$ cat src/pmp_pkg.sv
// Constants, field layouts and carrier types of the parameter register bank
package pmp_pkg;

    localparam int CLK_HZ         = 40_000_000;
    localparam int MS_PER_S       = 1000;
    localparam int CYCLES_PER_MS  = CLK_HZ / MS_PER_S;
    localparam int CLEAR_UNIT_MS  = 10;
    localparam int CYCLES_PER_CLR = CYCLES_PER_MS * CLEAR_UNIT_MS;
    localparam int WDOG_TIMEOUT_MS = 100;

    localparam logic [5:0] REG_UNLOCK   = 6'h1F;
    localparam logic [5:0] REG_MODE     = 6'h20;
    localparam logic [5:0] REG_ENERGY   = 6'h23;
    localparam logic [5:0] REG_LOWVOLT  = 6'h24;
    localparam logic [5:0] REG_DIVISOR  = 6'h25;
    localparam logic [5:0] REG_CLRTIME  = 6'h26;
    localparam logic [5:0] REG_CYCLE    = 6'h27;

    localparam logic [15:0] CODE_WORD      = 16'h1235;
    localparam logic [15:0] UNLOCK_RESET   = 16'h0000;
    localparam logic [15:0] MODE_RESET     = 16'h0020;
    localparam logic [15:0] MODE_KEEP_MASK = 16'h00FD;
    localparam logic [15:0] ENERGY_RESET   = 16'h0004;
    localparam logic [15:0] ENERGY_MAX     = 16'h0006;
    localparam logic [15:0] LOWVOLT_RESET  = 16'h0064;
    localparam logic [15:0] DIVISOR_RESET  = 16'h0001;
    localparam logic [15:0] CLRTIME_RESET  = 16'h00C8;
    localparam logic [15:0] CYCLE_RESET    = 16'h0032;
    localparam logic [15:0] WORD_ZERO      = 16'h0000;

    localparam int BIT_AUTO_CLEAR = 7;
    localparam int BIT_SIGN_FLIP  = 6;
    localparam int BIT_SIGNED_PF  = 5;
    localparam int BIT_BYPASS_DC  = 4;
    localparam int BIT_FLEX_IMAGE = 3;
    localparam int BIT_WDOG_OFF   = 2;
    localparam int BIT_SCALING_ON = 0;

    localparam logic [7:0] WRITE_FLAG   = 8'h40;
    localparam int         STATUS_ERR_POS = 6;

    // Control byte as received from the master
    typedef struct packed {
        logic       reg_mode;
        logic       write;
        logic [5:0] reg_num;
    } pmp_ctrl_t;

    // Decoded operating mode bits
    typedef struct packed {
        logic auto_clear_extremes;
        logic generator_sign_flip;
        logic signed_power_factor;
        logic bypass_offset_filter;
        logic flexible_image_select;
        logic watchdog_disable;
        logic transformer_scaling_on;
    } pmp_mode_t;

endpackage

$ cat src/pmp_unit_timer.sv
// Programmable interval timer counting whole units of a fixed cycle length
`timescale 1ns/1ps
module pmp_unit_timer #(
    parameter int UNIT_CYCLES = 40000,
    parameter int UNITS_W     = 16
) (
    input  wire logic               clk_i,
    input  wire logic               rst_i,
    input  wire logic               run_i,
    input  wire logic               restart_i,
    input  wire logic [UNITS_W-1:0] units_i,
    output logic                    expire_o
);
    localparam int PW = $clog2(UNIT_CYCLES + 1);
    localparam logic [PW-1:0] PRE_LAST = PW'(UNIT_CYCLES - 1);

    logic [PW-1:0]      pre;
    logic [UNITS_W-1:0] cnt;
    logic [UNITS_W-1:0] units_last;
    logic               tick;
    logic               hold;

    // Zero units behaves as one so the timer never stalls
    assign units_last = (units_i == '0) ? '0 : units_i - 1'b1;
    assign tick       = (pre == PRE_LAST);
    assign hold       = restart_i | ~run_i;

    always_ff @(posedge clk_i or posedge rst_i) begin
        if (rst_i) begin
            pre <= '0;
        end else if (hold || tick) begin
            pre <= '0;
        end else begin
            pre <= pre + 1'b1;
        end
    end

    always_ff @(posedge clk_i or posedge rst_i) begin
        if (rst_i) begin
            cnt <= '0;
        end else if (hold) begin
            cnt <= '0;
        end else if (tick) begin
            cnt <= (cnt >= units_last) ? '0 : cnt + 1'b1;
        end
    end

    always_ff @(posedge clk_i or posedge rst_i) begin
        if (rst_i) begin
            expire_o <= 1'b0;
        end else begin
            expire_o <= ~hold & tick & (cnt >= units_last);
        end
    end

endmodule // pmp_unit_timer

$ cat src/pmp_param_bank.sv
// Parameter register bank with register-communication access over the process image
// Behaviour
// - Auto-clear bit set periodically clears stored min and max values.
// - Sign-flip bit inverts accumulated energy sign for generator operation.
// - Power factor always positive unless signed bit set; then capacitive negative.
// - Bypass bit routes samples around the offset filter.
// - Flexible-image bit selects process image layout; default per variant.
// - Watchdog trips after 100 ms without process data unless disabled.
// - Scaling bit set divides measured current by the divisor register.
// - Energy unit register selects unit by code 0..6, default 4.
// - Voltage below low limit sets status error bit and error indicator.
// - Auto-clear interval counts 10 ms units, default 200.
// - Measuring cycle follows cycle register in 1 ms steps, default 50.
// - Control bit 7 selects register communication mode.
// - Control bit 6 set requests write, clear requests read.
// - Control bits 5..0 carry the addressed register number.
// - Read acknowledge copies control byte unchanged into status byte.
// - Read returns register content in input word, high byte first.
// - Output word ignored on read; carries value on write.
// - User registers reject writes until code word written to unlock register.
// - Any other value in unlock register restores write protection.
// - Changed register contents need only take effect after power cycle.
// - Write acknowledge returns control byte with bit 6 toggled.
// - Restart clears unlock register, so protection is active again.
`timescale 1ns/1ps
module pmp_param_bank #(
    parameter logic FLEX_DEFAULT   = 1'b0,
    parameter int   MS_CYCLES      = pmp_pkg::CYCLES_PER_MS,
    parameter int   CLR_UNIT_CYCLES = pmp_pkg::CYCLES_PER_CLR
) (
    input  wire logic              clk_i,
    input  wire logic              rst_i,
    input  wire logic              pd_valid_i,
    input  wire logic [7:0]        ctrl_byte_i,
    input  wire logic [15:0]       data_out_word_i,
    input  wire logic [15:0]       mains_voltage_i,
    input  wire logic [15:0]       current_raw_i,
    input  wire logic signed [31:0] energy_raw_i,
    input  wire logic [14:0]       pf_magnitude_i,
    input  wire logic              pf_capacitive_i,
    input  wire logic [15:0]       sample_raw_i,
    input  wire logic [15:0]       sample_filtered_i,
    output logic [7:0]             status_byte_o,
    output logic [15:0]            data_in_word_o,
    output pmp_pkg::pmp_mode_t     mode_o,
    output logic [2:0]             energy_unit_o,
    output logic [15:0]            current_o,
    output logic signed [31:0]     energy_o,
    output logic signed [15:0]     power_factor_o,
    output logic [15:0]            sample_o,
    output logic                   clear_extremes_o,
    output logic                   measure_start_o,
    output logic                   watchdog_trip_o,
    output logic                   error_led_o
);
    localparam logic [15:0] WDOG_UNITS = 16'(pmp_pkg::WDOG_TIMEOUT_MS);
    localparam logic [15:0] MODE_INIT  =
        pmp_pkg::MODE_RESET | (16'(FLEX_DEFAULT) << pmp_pkg::BIT_FLEX_IMAGE);

    pmp_pkg::pmp_ctrl_t ctrl;
    logic [15:0]        unlock_word_register;
    logic [15:0]        operating_mode_bits;
    logic [15:0]        energy_unit_select;
    logic [15:0]        low_voltage_limit;
    logic [15:0]        transformer_ratio_divisor;
    logic [15:0]        extremes_clear_interval;
    logic [15:0]        sample_cycle_period;
    logic [15:0]        rd_val;
    logic [15:0]        divisor_safe;
    logic               unlocked;
    logic               reg_access;
    logic               reg_write;
    logic               uv_error;
    logic               clr_expire;
    logic               wdog_expire;

    assign ctrl = pmp_pkg::pmp_ctrl_t'(ctrl_byte_i);
    assign reg_access = pd_valid_i & ctrl.reg_mode;
    assign reg_write  = reg_access & ctrl.write;
    assign unlocked   = (unlock_word_register == pmp_pkg::CODE_WORD);

    always_comb begin
        case (ctrl.reg_num)
            pmp_pkg::REG_UNLOCK:  rd_val = unlock_word_register;
            pmp_pkg::REG_MODE:    rd_val = operating_mode_bits;
            pmp_pkg::REG_ENERGY:  rd_val = energy_unit_select;
            pmp_pkg::REG_LOWVOLT: rd_val = low_voltage_limit;
            pmp_pkg::REG_DIVISOR: rd_val = transformer_ratio_divisor;
            pmp_pkg::REG_CLRTIME: rd_val = extremes_clear_interval;
            pmp_pkg::REG_CYCLE:   rd_val = sample_cycle_period;
            default:              rd_val = pmp_pkg::WORD_ZERO;
        endcase
    end

    always_ff @(posedge clk_i or posedge rst_i) begin
        if (rst_i) begin
            unlock_word_register <= pmp_pkg::UNLOCK_RESET;
        end else if (reg_write && ctrl.reg_num == pmp_pkg::REG_UNLOCK) begin
            // Any value is stored; only the code word unlocks
            unlock_word_register <= data_out_word_i;
        end
    end

    // Protected user registers
    // Settings act at once; a later restart is not needed here
    always_ff @(posedge clk_i or posedge rst_i) begin
        if (rst_i) begin
            operating_mode_bits       <= MODE_INIT;
            energy_unit_select        <= pmp_pkg::ENERGY_RESET;
            low_voltage_limit         <= pmp_pkg::LOWVOLT_RESET;
            transformer_ratio_divisor <= pmp_pkg::DIVISOR_RESET;
            extremes_clear_interval   <= pmp_pkg::CLRTIME_RESET;
            sample_cycle_period       <= pmp_pkg::CYCLE_RESET;
        end else if (reg_write && unlocked) begin
            case (ctrl.reg_num)
                pmp_pkg::REG_MODE: begin
                    operating_mode_bits <= data_out_word_i & pmp_pkg::MODE_KEEP_MASK;
                end
                pmp_pkg::REG_ENERGY: begin
                    if (data_out_word_i <= pmp_pkg::ENERGY_MAX) begin
                        energy_unit_select <= data_out_word_i;
                    end
                end
                pmp_pkg::REG_LOWVOLT: begin
                    low_voltage_limit <= data_out_word_i;
                end
                pmp_pkg::REG_DIVISOR: begin
                    transformer_ratio_divisor <= data_out_word_i;
                end
                pmp_pkg::REG_CLRTIME: begin
                    extremes_clear_interval <= data_out_word_i;
                end
                pmp_pkg::REG_CYCLE: begin
                    sample_cycle_period <= data_out_word_i;
                end
                default: begin
                end
            endcase
        end
    end

    // Acknowledge path; answers only when process data arrives
    always_ff @(posedge clk_i or posedge rst_i) begin
        if (rst_i) begin
            status_byte_o  <= 8'h00;
            data_in_word_o <= pmp_pkg::WORD_ZERO;
        end else if (reg_write) begin
            status_byte_o  <= ctrl_byte_i ^ pmp_pkg::WRITE_FLAG;
            data_in_word_o <= pmp_pkg::WORD_ZERO;
        end else if (reg_access) begin
            status_byte_o  <= ctrl_byte_i;
            data_in_word_o <= rd_val;
        end else if (pd_valid_i) begin
            status_byte_o  <= 8'(uv_error) << pmp_pkg::STATUS_ERR_POS;
            data_in_word_o <= pmp_pkg::WORD_ZERO;
        end
    end

    // Mode decode
    assign mode_o.auto_clear_extremes    = operating_mode_bits[pmp_pkg::BIT_AUTO_CLEAR];
    assign mode_o.generator_sign_flip    = operating_mode_bits[pmp_pkg::BIT_SIGN_FLIP];
    assign mode_o.signed_power_factor    = operating_mode_bits[pmp_pkg::BIT_SIGNED_PF];
    assign mode_o.bypass_offset_filter   = operating_mode_bits[pmp_pkg::BIT_BYPASS_DC];
    assign mode_o.flexible_image_select  = operating_mode_bits[pmp_pkg::BIT_FLEX_IMAGE];
    assign mode_o.watchdog_disable       = operating_mode_bits[pmp_pkg::BIT_WDOG_OFF];
    assign mode_o.transformer_scaling_on = operating_mode_bits[pmp_pkg::BIT_SCALING_ON];
    assign energy_unit_o = energy_unit_select[2:0];

    // Divisor of zero would be undefined; treated as one
    assign divisor_safe = (transformer_ratio_divisor == pmp_pkg::WORD_ZERO) ?
                          pmp_pkg::DIVISOR_RESET : transformer_ratio_divisor;

    always_ff @(posedge clk_i or posedge rst_i) begin
        if (rst_i) begin
            current_o      <= pmp_pkg::WORD_ZERO;
            energy_o       <= '0;
            power_factor_o <= '0;
            sample_o       <= pmp_pkg::WORD_ZERO;
            uv_error       <= 1'b0;
        end else begin
            current_o      <= mode_o.transformer_scaling_on ?
                              current_raw_i / divisor_safe : current_raw_i;
            energy_o       <= mode_o.generator_sign_flip ? -energy_raw_i : energy_raw_i;
            power_factor_o <= (mode_o.signed_power_factor && pf_capacitive_i) ?
                              -$signed({1'b0, pf_magnitude_i}) : $signed({1'b0, pf_magnitude_i});
            sample_o       <= mode_o.bypass_offset_filter ? sample_raw_i : sample_filtered_i;
            uv_error       <= (mains_voltage_i < low_voltage_limit);
        end
    end

    assign error_led_o = uv_error;

    pmp_unit_timer #(
        .UNIT_CYCLES (CLR_UNIT_CYCLES),
        .UNITS_W     (16)
    ) u_clear_timer (
        .clk_i     (clk_i),
        .rst_i     (rst_i),
        .run_i     (mode_o.auto_clear_extremes),
        .restart_i (1'b0),
        .units_i   (extremes_clear_interval),
        .expire_o  (clr_expire)
    );
    assign clear_extremes_o = clr_expire & mode_o.auto_clear_extremes;

    pmp_unit_timer #(
        .UNIT_CYCLES (MS_CYCLES),
        .UNITS_W     (16)
    ) u_cycle_timer (
        .clk_i     (clk_i),
        .rst_i     (rst_i),
        .run_i     (1'b1),
        .restart_i (1'b0),
        .units_i   (sample_cycle_period),
        .expire_o  (measure_start_o)
    );

    // Watchdog timer, restarted by process data
    pmp_unit_timer #(
        .UNIT_CYCLES (MS_CYCLES),
        .UNITS_W     (16)
    ) u_wdog_timer (
        .clk_i     (clk_i),
        .rst_i     (rst_i),
        .run_i     (~mode_o.watchdog_disable),
        .restart_i (pd_valid_i),
        .units_i   (WDOG_UNITS),
        .expire_o  (wdog_expire)
    );

    // Trip wins over a clearing data arrival
    always_ff @(posedge clk_i or posedge rst_i) begin
        if (rst_i) begin
            watchdog_trip_o <= 1'b0;
        end else if (mode_o.watchdog_disable) begin
            watchdog_trip_o <= 1'b0;
        end else if (wdog_expire) begin
            watchdog_trip_o <= 1'b1;
        end else if (pd_valid_i) begin
            watchdog_trip_o <= 1'b0;
        end
    end
endmodule // pmp_param_bank

$ cat config.mk
export PLATFORM = sky130hd
export DESIGN_NAME = pmp_param_bank
export DESIGN_NICKNAME = d
export VERILOG_FILES = /design/src/pmp_pkg.sv /design/src/pmp_unit_timer.sv /design/src/pmp_param_bank.sv
export SDC_FILE = /design/constraint.sdc
export NUM_CORES = 1
export LEC_CHECK = 0
export ABC_AREA = 0
export BUFFER_PORTS_ARGS = -buffer_cell sky130_fd_sc_hd__buf_4
export CAP_MARGIN = 20
export CORE_AREA = 3 3 189 191
export DETAILED_ROUTE_END_ITERATION = 6
export DIE_AREA = 0 0 192 194
export PLACE_DENSITY = 0.83
export SETUP_SLACK_MARGIN = 0.4
export SLEW_MARGIN = 40
export SYNTH_ARGS = -nofsm -noshare
export SYNTH_HDL_FRONTEND = slang
export SYNTH_SLANG_ARGS = --single-unit
$ cat constraint.sdc
create_clock -name clk_i -period 58.8 [get_ports clk_i]
set_input_delay 11.76 -clock clk_i [delete_from_list [all_inputs] [get_ports clk_i]]
set_output_delay 11.76 -clock clk_i [all_outputs]
set_load 0.02 [all_outputs]
* Word level (Yosys, flattened, before mapping) *
Index checks and enable logic that the tools add are counted.

storage, ports and cells
  register bits after elaboration = 311
  bits of input ports = 139
  output and inout bits = 118
  word-level logic and storage cells = 108

operators by class
  add/sub/neg operators = 10
  div/mod/pow operators = 1
  $lt $le $gt $ge = 5
  eq/ne operators = 12
  mux-type cells = 27
  bitwise operators = 12
  reductions and logical operators = 17

operator list
  operator                 number
  $mux W16                 18
  $pmux W16 S7             1
  $add A16 B1 Y16 const B  5
  $logic_not A16 Y1        3
  $eq A6 B6 Y1 const B     6
  $eq A16 B16 Y1 const B   2
  $ge A16 B16 Y1           2
  $mux W32                 1
  $neg A32 Y32             1
  $sub A16 B1 Y16 const B  2
  $mux W8                  3
  $add A19 B1 Y19 const B  1
  $eq A19 B19 Y1 const B   1
  $mux W19                 1
  $div A16 B16 Y16         1
  $eq A16 B13 Y1 const B   1
  $ge A16 B7 Y1 const B    1
  $le A16 B3 Y1 const B    1
  $lt A16 B16 Y1           1
  $neg A15 Y16             1
  $reduce_and A2 Y1        5
  $and A1 B1 Y1            8
  $eq A6 B5 Y1 const B     1
  $reduce_bool A3 Y1       2
  other kinds (8)          15

* Depth between registers and ports, before layout *
  depth after elaboration = 6
  gate-level depth with buffers = 147
  gate-level depth less buffers = 134

* Modules after synthesis *
Synthesis repeated with hierarchy kept, for this count alone.

second synthesis, totals
  cells, all modules = 2647
  area total of the unflattened synthesis = 23765.3 um^2

modules (own cells, without submodules)
  module                               times used  cells an instance  area each (um^2)  sequential area each (um^2)
  pmp_param_bank                       1           1805               16359.4           5245.0
  pmp_unit_timer at u_cycle_timer ...  2           271                2432.3            825.8
  pmp_unit_timer at u_clear_timer      1           300                2541.2            900.9

* Worst setup path before layout *
No wires, ideal clock.

  path type = in2reg
  start point = input port current_raw_i[15]
  end point = register current_o[0]
  setup time = 134 ps
  arrival time = 37489 ps
  required time = 58666 ps
  setup slack = 21177 ps
  stages = 124
  path buffers = 7
  cells stage by stage = inv_1 a21oi_1 ha_1 o21ai_0 a21oi_1 nand2b_1 mux2i_1 ha_1 or3_1 nor3_1 nor3_1 mux2_2 ha_1 o21ai_0 o21ai_0 nor4b_1 nor2b_1 clkbuf_1 [88 not listed] a221o_1 nand2_1 a21o_1 clkbuf_1 nor2_1 a221o_1 ha_1 a21o_1 a21o_1 a21o_1 a21oi_1 nor2b_1 o21ai_0 nand2b_1 a21oi_1 nand2_1 o21ai_0 o211ai_1

on the way
  cells in the longest elaborated chain, start to end = 2

ends and longest elaborated chain
  item                  line                   text
  from (decl)           pmp_param_bank.sv:37   input wire logic [15:0] current_raw_i,
  $div A16 B16 Y16      pmp_param_bank.sv:182  current_raw_i / divisor_safe : current_raw_i;
  $mux W16              pmp_param_bank.sv:181  current_o <= mode_o.transformer_scaling_on ?
  to (signal assigned)  pmp_param_bank.sv:175  current_o <= pmp_pkg::WORD_ZERO;
  to (signal assigned)  pmp_param_bank.sv:181
  to (decl)             pmp_param_bank.sv:47   output logic [15:0] current_o,

No other way between the ends.
A chain may end at the register's enable or synchronous reset.

* Worst setup path in the final report *
Ends and elaborated chain as after synthesis.

==> results.yml <==
worst_setup_path:
  crit_family: "compound AO/OA/AOI/OAI gates"
  path_buf_inv: 6
  cpMostUsedCell: "ha_1"
  crit_type: "in2reg"
  cp-end-kind: "register"
  cp-start-kind: "input pin"
  critical_path_required_ps: 59220
  worstPathArrival_ps: 42790
  critPathMaxFanout: 22
  cp_slowest_stage_delay_ps: 690
  crit_slowest_cell: "o21ai_1"
cts:
  cts_tree: "yes"
  clock_latency_ps: 570
  clock_path_buffers: 3
  clkTransAtPathRegs_ps: 60
  numCtsBuffers: 36
  clock_sinks: 311
  postCtsSetupBuffers: 0
  cts_root_buf: "clkbuf_16"
  htreeDepth: 2
  postCtsHoldBufs: 0
  ctsResizeCount: 0
sta:
  rsz0062_at_grt: "false"
  hold_viol: 0
  drv_slew: 0
  finalSetupViolations: 0
  max_freq_ghz: 0.0236
  worstMarginPinSlew_ps: 886
  setup_tns_ps: 0
  clock-skew-final_ps: 27.8
  fin_crit_sh_pct: 72.1
  period_minus_slack_ps: 42380
  slew_headroom_pct: 40.4
drt:
  first_iter_violations: 1752
  drc: 0
  drt_wl_total_um: 67400
  via_count: 20600
  viasPerCell: 6.54
  dr.pass1.iters: 5
  ant_nets: 0
  wire_per_inst_um: 21.4
cells_and_area:
  largest_reg_flops: 32
  regMostFlops: "energy_o"
  drive_above_1_share_pct: 18.6
  reg_top3: "energy_o: 32 flops, u_clear_timer.pre: 19 flops"
  syn_to_final_growth_pct: 16.0
  postLayoutCellArea_um2: 25700
  layout.nets: 2985
placement:
  place.gp.congestion: 0.980
  numPortBuffers: 256
  placed_area_um2: 24500
  dpl.hpwl_um: 49900
synth:
  syn_area_um2: 22200
  synth_flop_cell: "dfrtp_1"
  yosys.area.top_type_share_pct: 33.7
  yosysWarnings: 0
  synth.avg_cell_area_um2: 9.08
  synth_cells: 2442
  yosysTopAreaCell: "dfrtp_1"
  syn-num-nets: 2760
  synth_enable_flop_cells: 0
  ys_types: 88
  synth_top_cells_by_area: "dfrtp_1 (34%), ha_1 (10%), mux2_2 (5.3%)"
  ys_seq_area_share_pct: 35.2
  synthArstFlopShare_pct: 100
  synth_seq_cells: 311
grt:
  grt-ovfl-total: 0
  grt_pass1_wl_um: 107000
  grt_max_degree: 88
  grt_pass1_vias: 20400
  grt_use_total_pct: 35.6
  antenna_found_initial: 3
floorplan:
  die_h_um: 194
  io_pins: 257
  start_util_pct: 64.7
  rows: 68
  dieArea_um2: 37200
  core_area_um2: 34300
  die_x_um: 192
flow_run:
  max_cap_viol_count: 0
power:
  intPower_mw: 0.373
  p_sw_share_pct: 25.6
  p_leak_nw: 12.3
  power_frac_clock_pct: 45.0
  seqPwrFrac_pct: 43.9
  ir_drop_uv: 22.8
  combPwrFrac_pct: 11.1
  powerDensity_nw_per_um2: 19.5
  switching_power_mw: 0.128
worst_hold_path:
  hold_path_class: "reg2reg"
run_status:
  outcome: "complete, no violations"
==> per-stage QoR <==
| stage | setup slack, ps | std cells | power, mW | hold WS (ps) | utilization (%) |
|---|---|---|---|---|---|
| floorplan | 21180 | 2442 | 0.254 | 438 | - |
| global placement | 17130 | 3084 | 0.277 | 445 | 71.4 |
| detailed placement | 16310 | 3084 | 0.278 | 459 | 71.5 |
| CTS | 16850 | 3150 | 0.504 | 471 | 75.0 |
| global route | 14150 | 3153 | 0.518 | 499 | 75.0 |
| finish | 16420 | 3153 | 0.501 | 470 | 75.0 |
==> cells in the mapped netlist, drive strengths merged, types with 27 or more instances <==
master  count
dfrtp     299
nand2     242
ha        179
nor2      178
o21ai     167
xnor2     110
mux2      105
a21oi      99
inv        90
xor2       89
a21o       71
clkbuf     68
nand3      59
nor3       55
or3        45
a31oi      39
and3       37
and2       35
nand2b     34
a22oi      33
nor4       29
nor2b      27
==> cell usage in the layout (no fill, tap or decap), types with 20 or more instances in the layout <==
cell	synthesis	routed
nand3_1	59	59
nand2_1	242	242
a31oi_1	38	36
clkbuf_16	0	36
and3_1	37	37
buf_4	5	271
a21oi_1	99	99
nor2_1	177	176
o21ai_0	160	159
nand4_1	25	25
or4_1	20	20
xnor2_1	110	110
o31ai_1	21	21
xor2_1	89	89
inv_1	89	87
dfrtp_1	299	298
nor4_1	28	24
o21a_1	22	22
mux2_2	105	105
a21o_1	71	71
or3_1	45	45
and2_1	35	35
nor2b_1	27	25
nor3_1	54	51
nand2b_1	34	33
a22oi_1	33	33
ha_1	179	179
==> cell type report <==
cell class	instances	area, um2
antenna	3	7.51
clock buffer	54	1030
clock inverter	12	155
fill	2422	8560
inverter	91	349
multi-input combinational	1953	13700
sequential	311	7800
tap	455	569
timing repair buffer	274	2070
==> layer usage <==
metal  vias up  wire (um)  track usage, %
met4         0       3440            17.1
met2       979      32200            58.6
met1      9944      26500            45.8
met3       274       5190            5.51
met5         -          0               0
li1       9412          -               -
==> kinds of logic (layout without fill, tap and decap cells) <==
| group | count (synthesis) | in the layout | share of synthesized area, % |
|---|---|---|---|
| fa+ha+maj | 179 | 179 | 10.1 |
| xor+xnor | 199 | 199 | 7.86 |
| flops | 311 | 311 | 35.2 |
| compound gates | 622 | 622 | 18.9 |
| simple gates | 835 | 835 | 18.8 |
| mux | 118 | 118 | 5.92 |
| other cells | 0 | 3 | 0 |
| buf+inv | 178 | 431 | 3.21 |
==> final timing paths <==
path / from / to / slack [ps] / depth (start not counted)
worst max-delay path: current_raw_i[15] / current_o[0]$_DFF_PP0_ / 16420 / 120
worst min-delay path: u_wdog_timer.expire_o$_DFF_PP0_ / watchdog_trip_o$_DFFE_PP0P_ / 470 / 2
worst max register to register: transformer_ratio_divisor[14]$_DFFE_PP0P_ / current_o[0]$_DFF_PP0_ / 24840 / 121
worst min register to register: u_wdog_timer.expire_o$_DFF_PP0_ / watchdog_trip_o$_DFFE_PP0P_ / 470 / 2
max in group asynchronous: rst_i / u_wdog_timer.cnt[7]$_DFFE_PP0N_ / 45030 / 5
min in group asynchronous: rst_i / energy_o[26]$_DFF_PP0_ / 11280 / 2
==> worst reg2reg max path: cells and delay by family (launching register included) <==
kind | cells | cell delay (ps)
muxes | 5 | 1680
buffers and inverters | 5 | 1270
AOI/OAI and AO/OA | 61 | 17390
and+or+nand+nor | 35 | 8170
DFF | 1 | 450
adders and majority gates | 15 | 4840
==> power by group through the flow <==
stage | clock (mW) | combinational [mW] | sequential, mW
5_1_grt | 0.238 | 0.0600 | 0.220
3_3_place_gp | 0 | 0.0530 | 0.224
4_1_cts | 0.229 | 0.0550 | 0.220
2_1_floorplan | 0 | 0.0260 | 0.228
6_report | 0.225 | 0.0556 | 0.220
3_5_place_dp | 0 | 0.0546 | 0.224
Note: power is estimated with default switching activity, not from simulation.
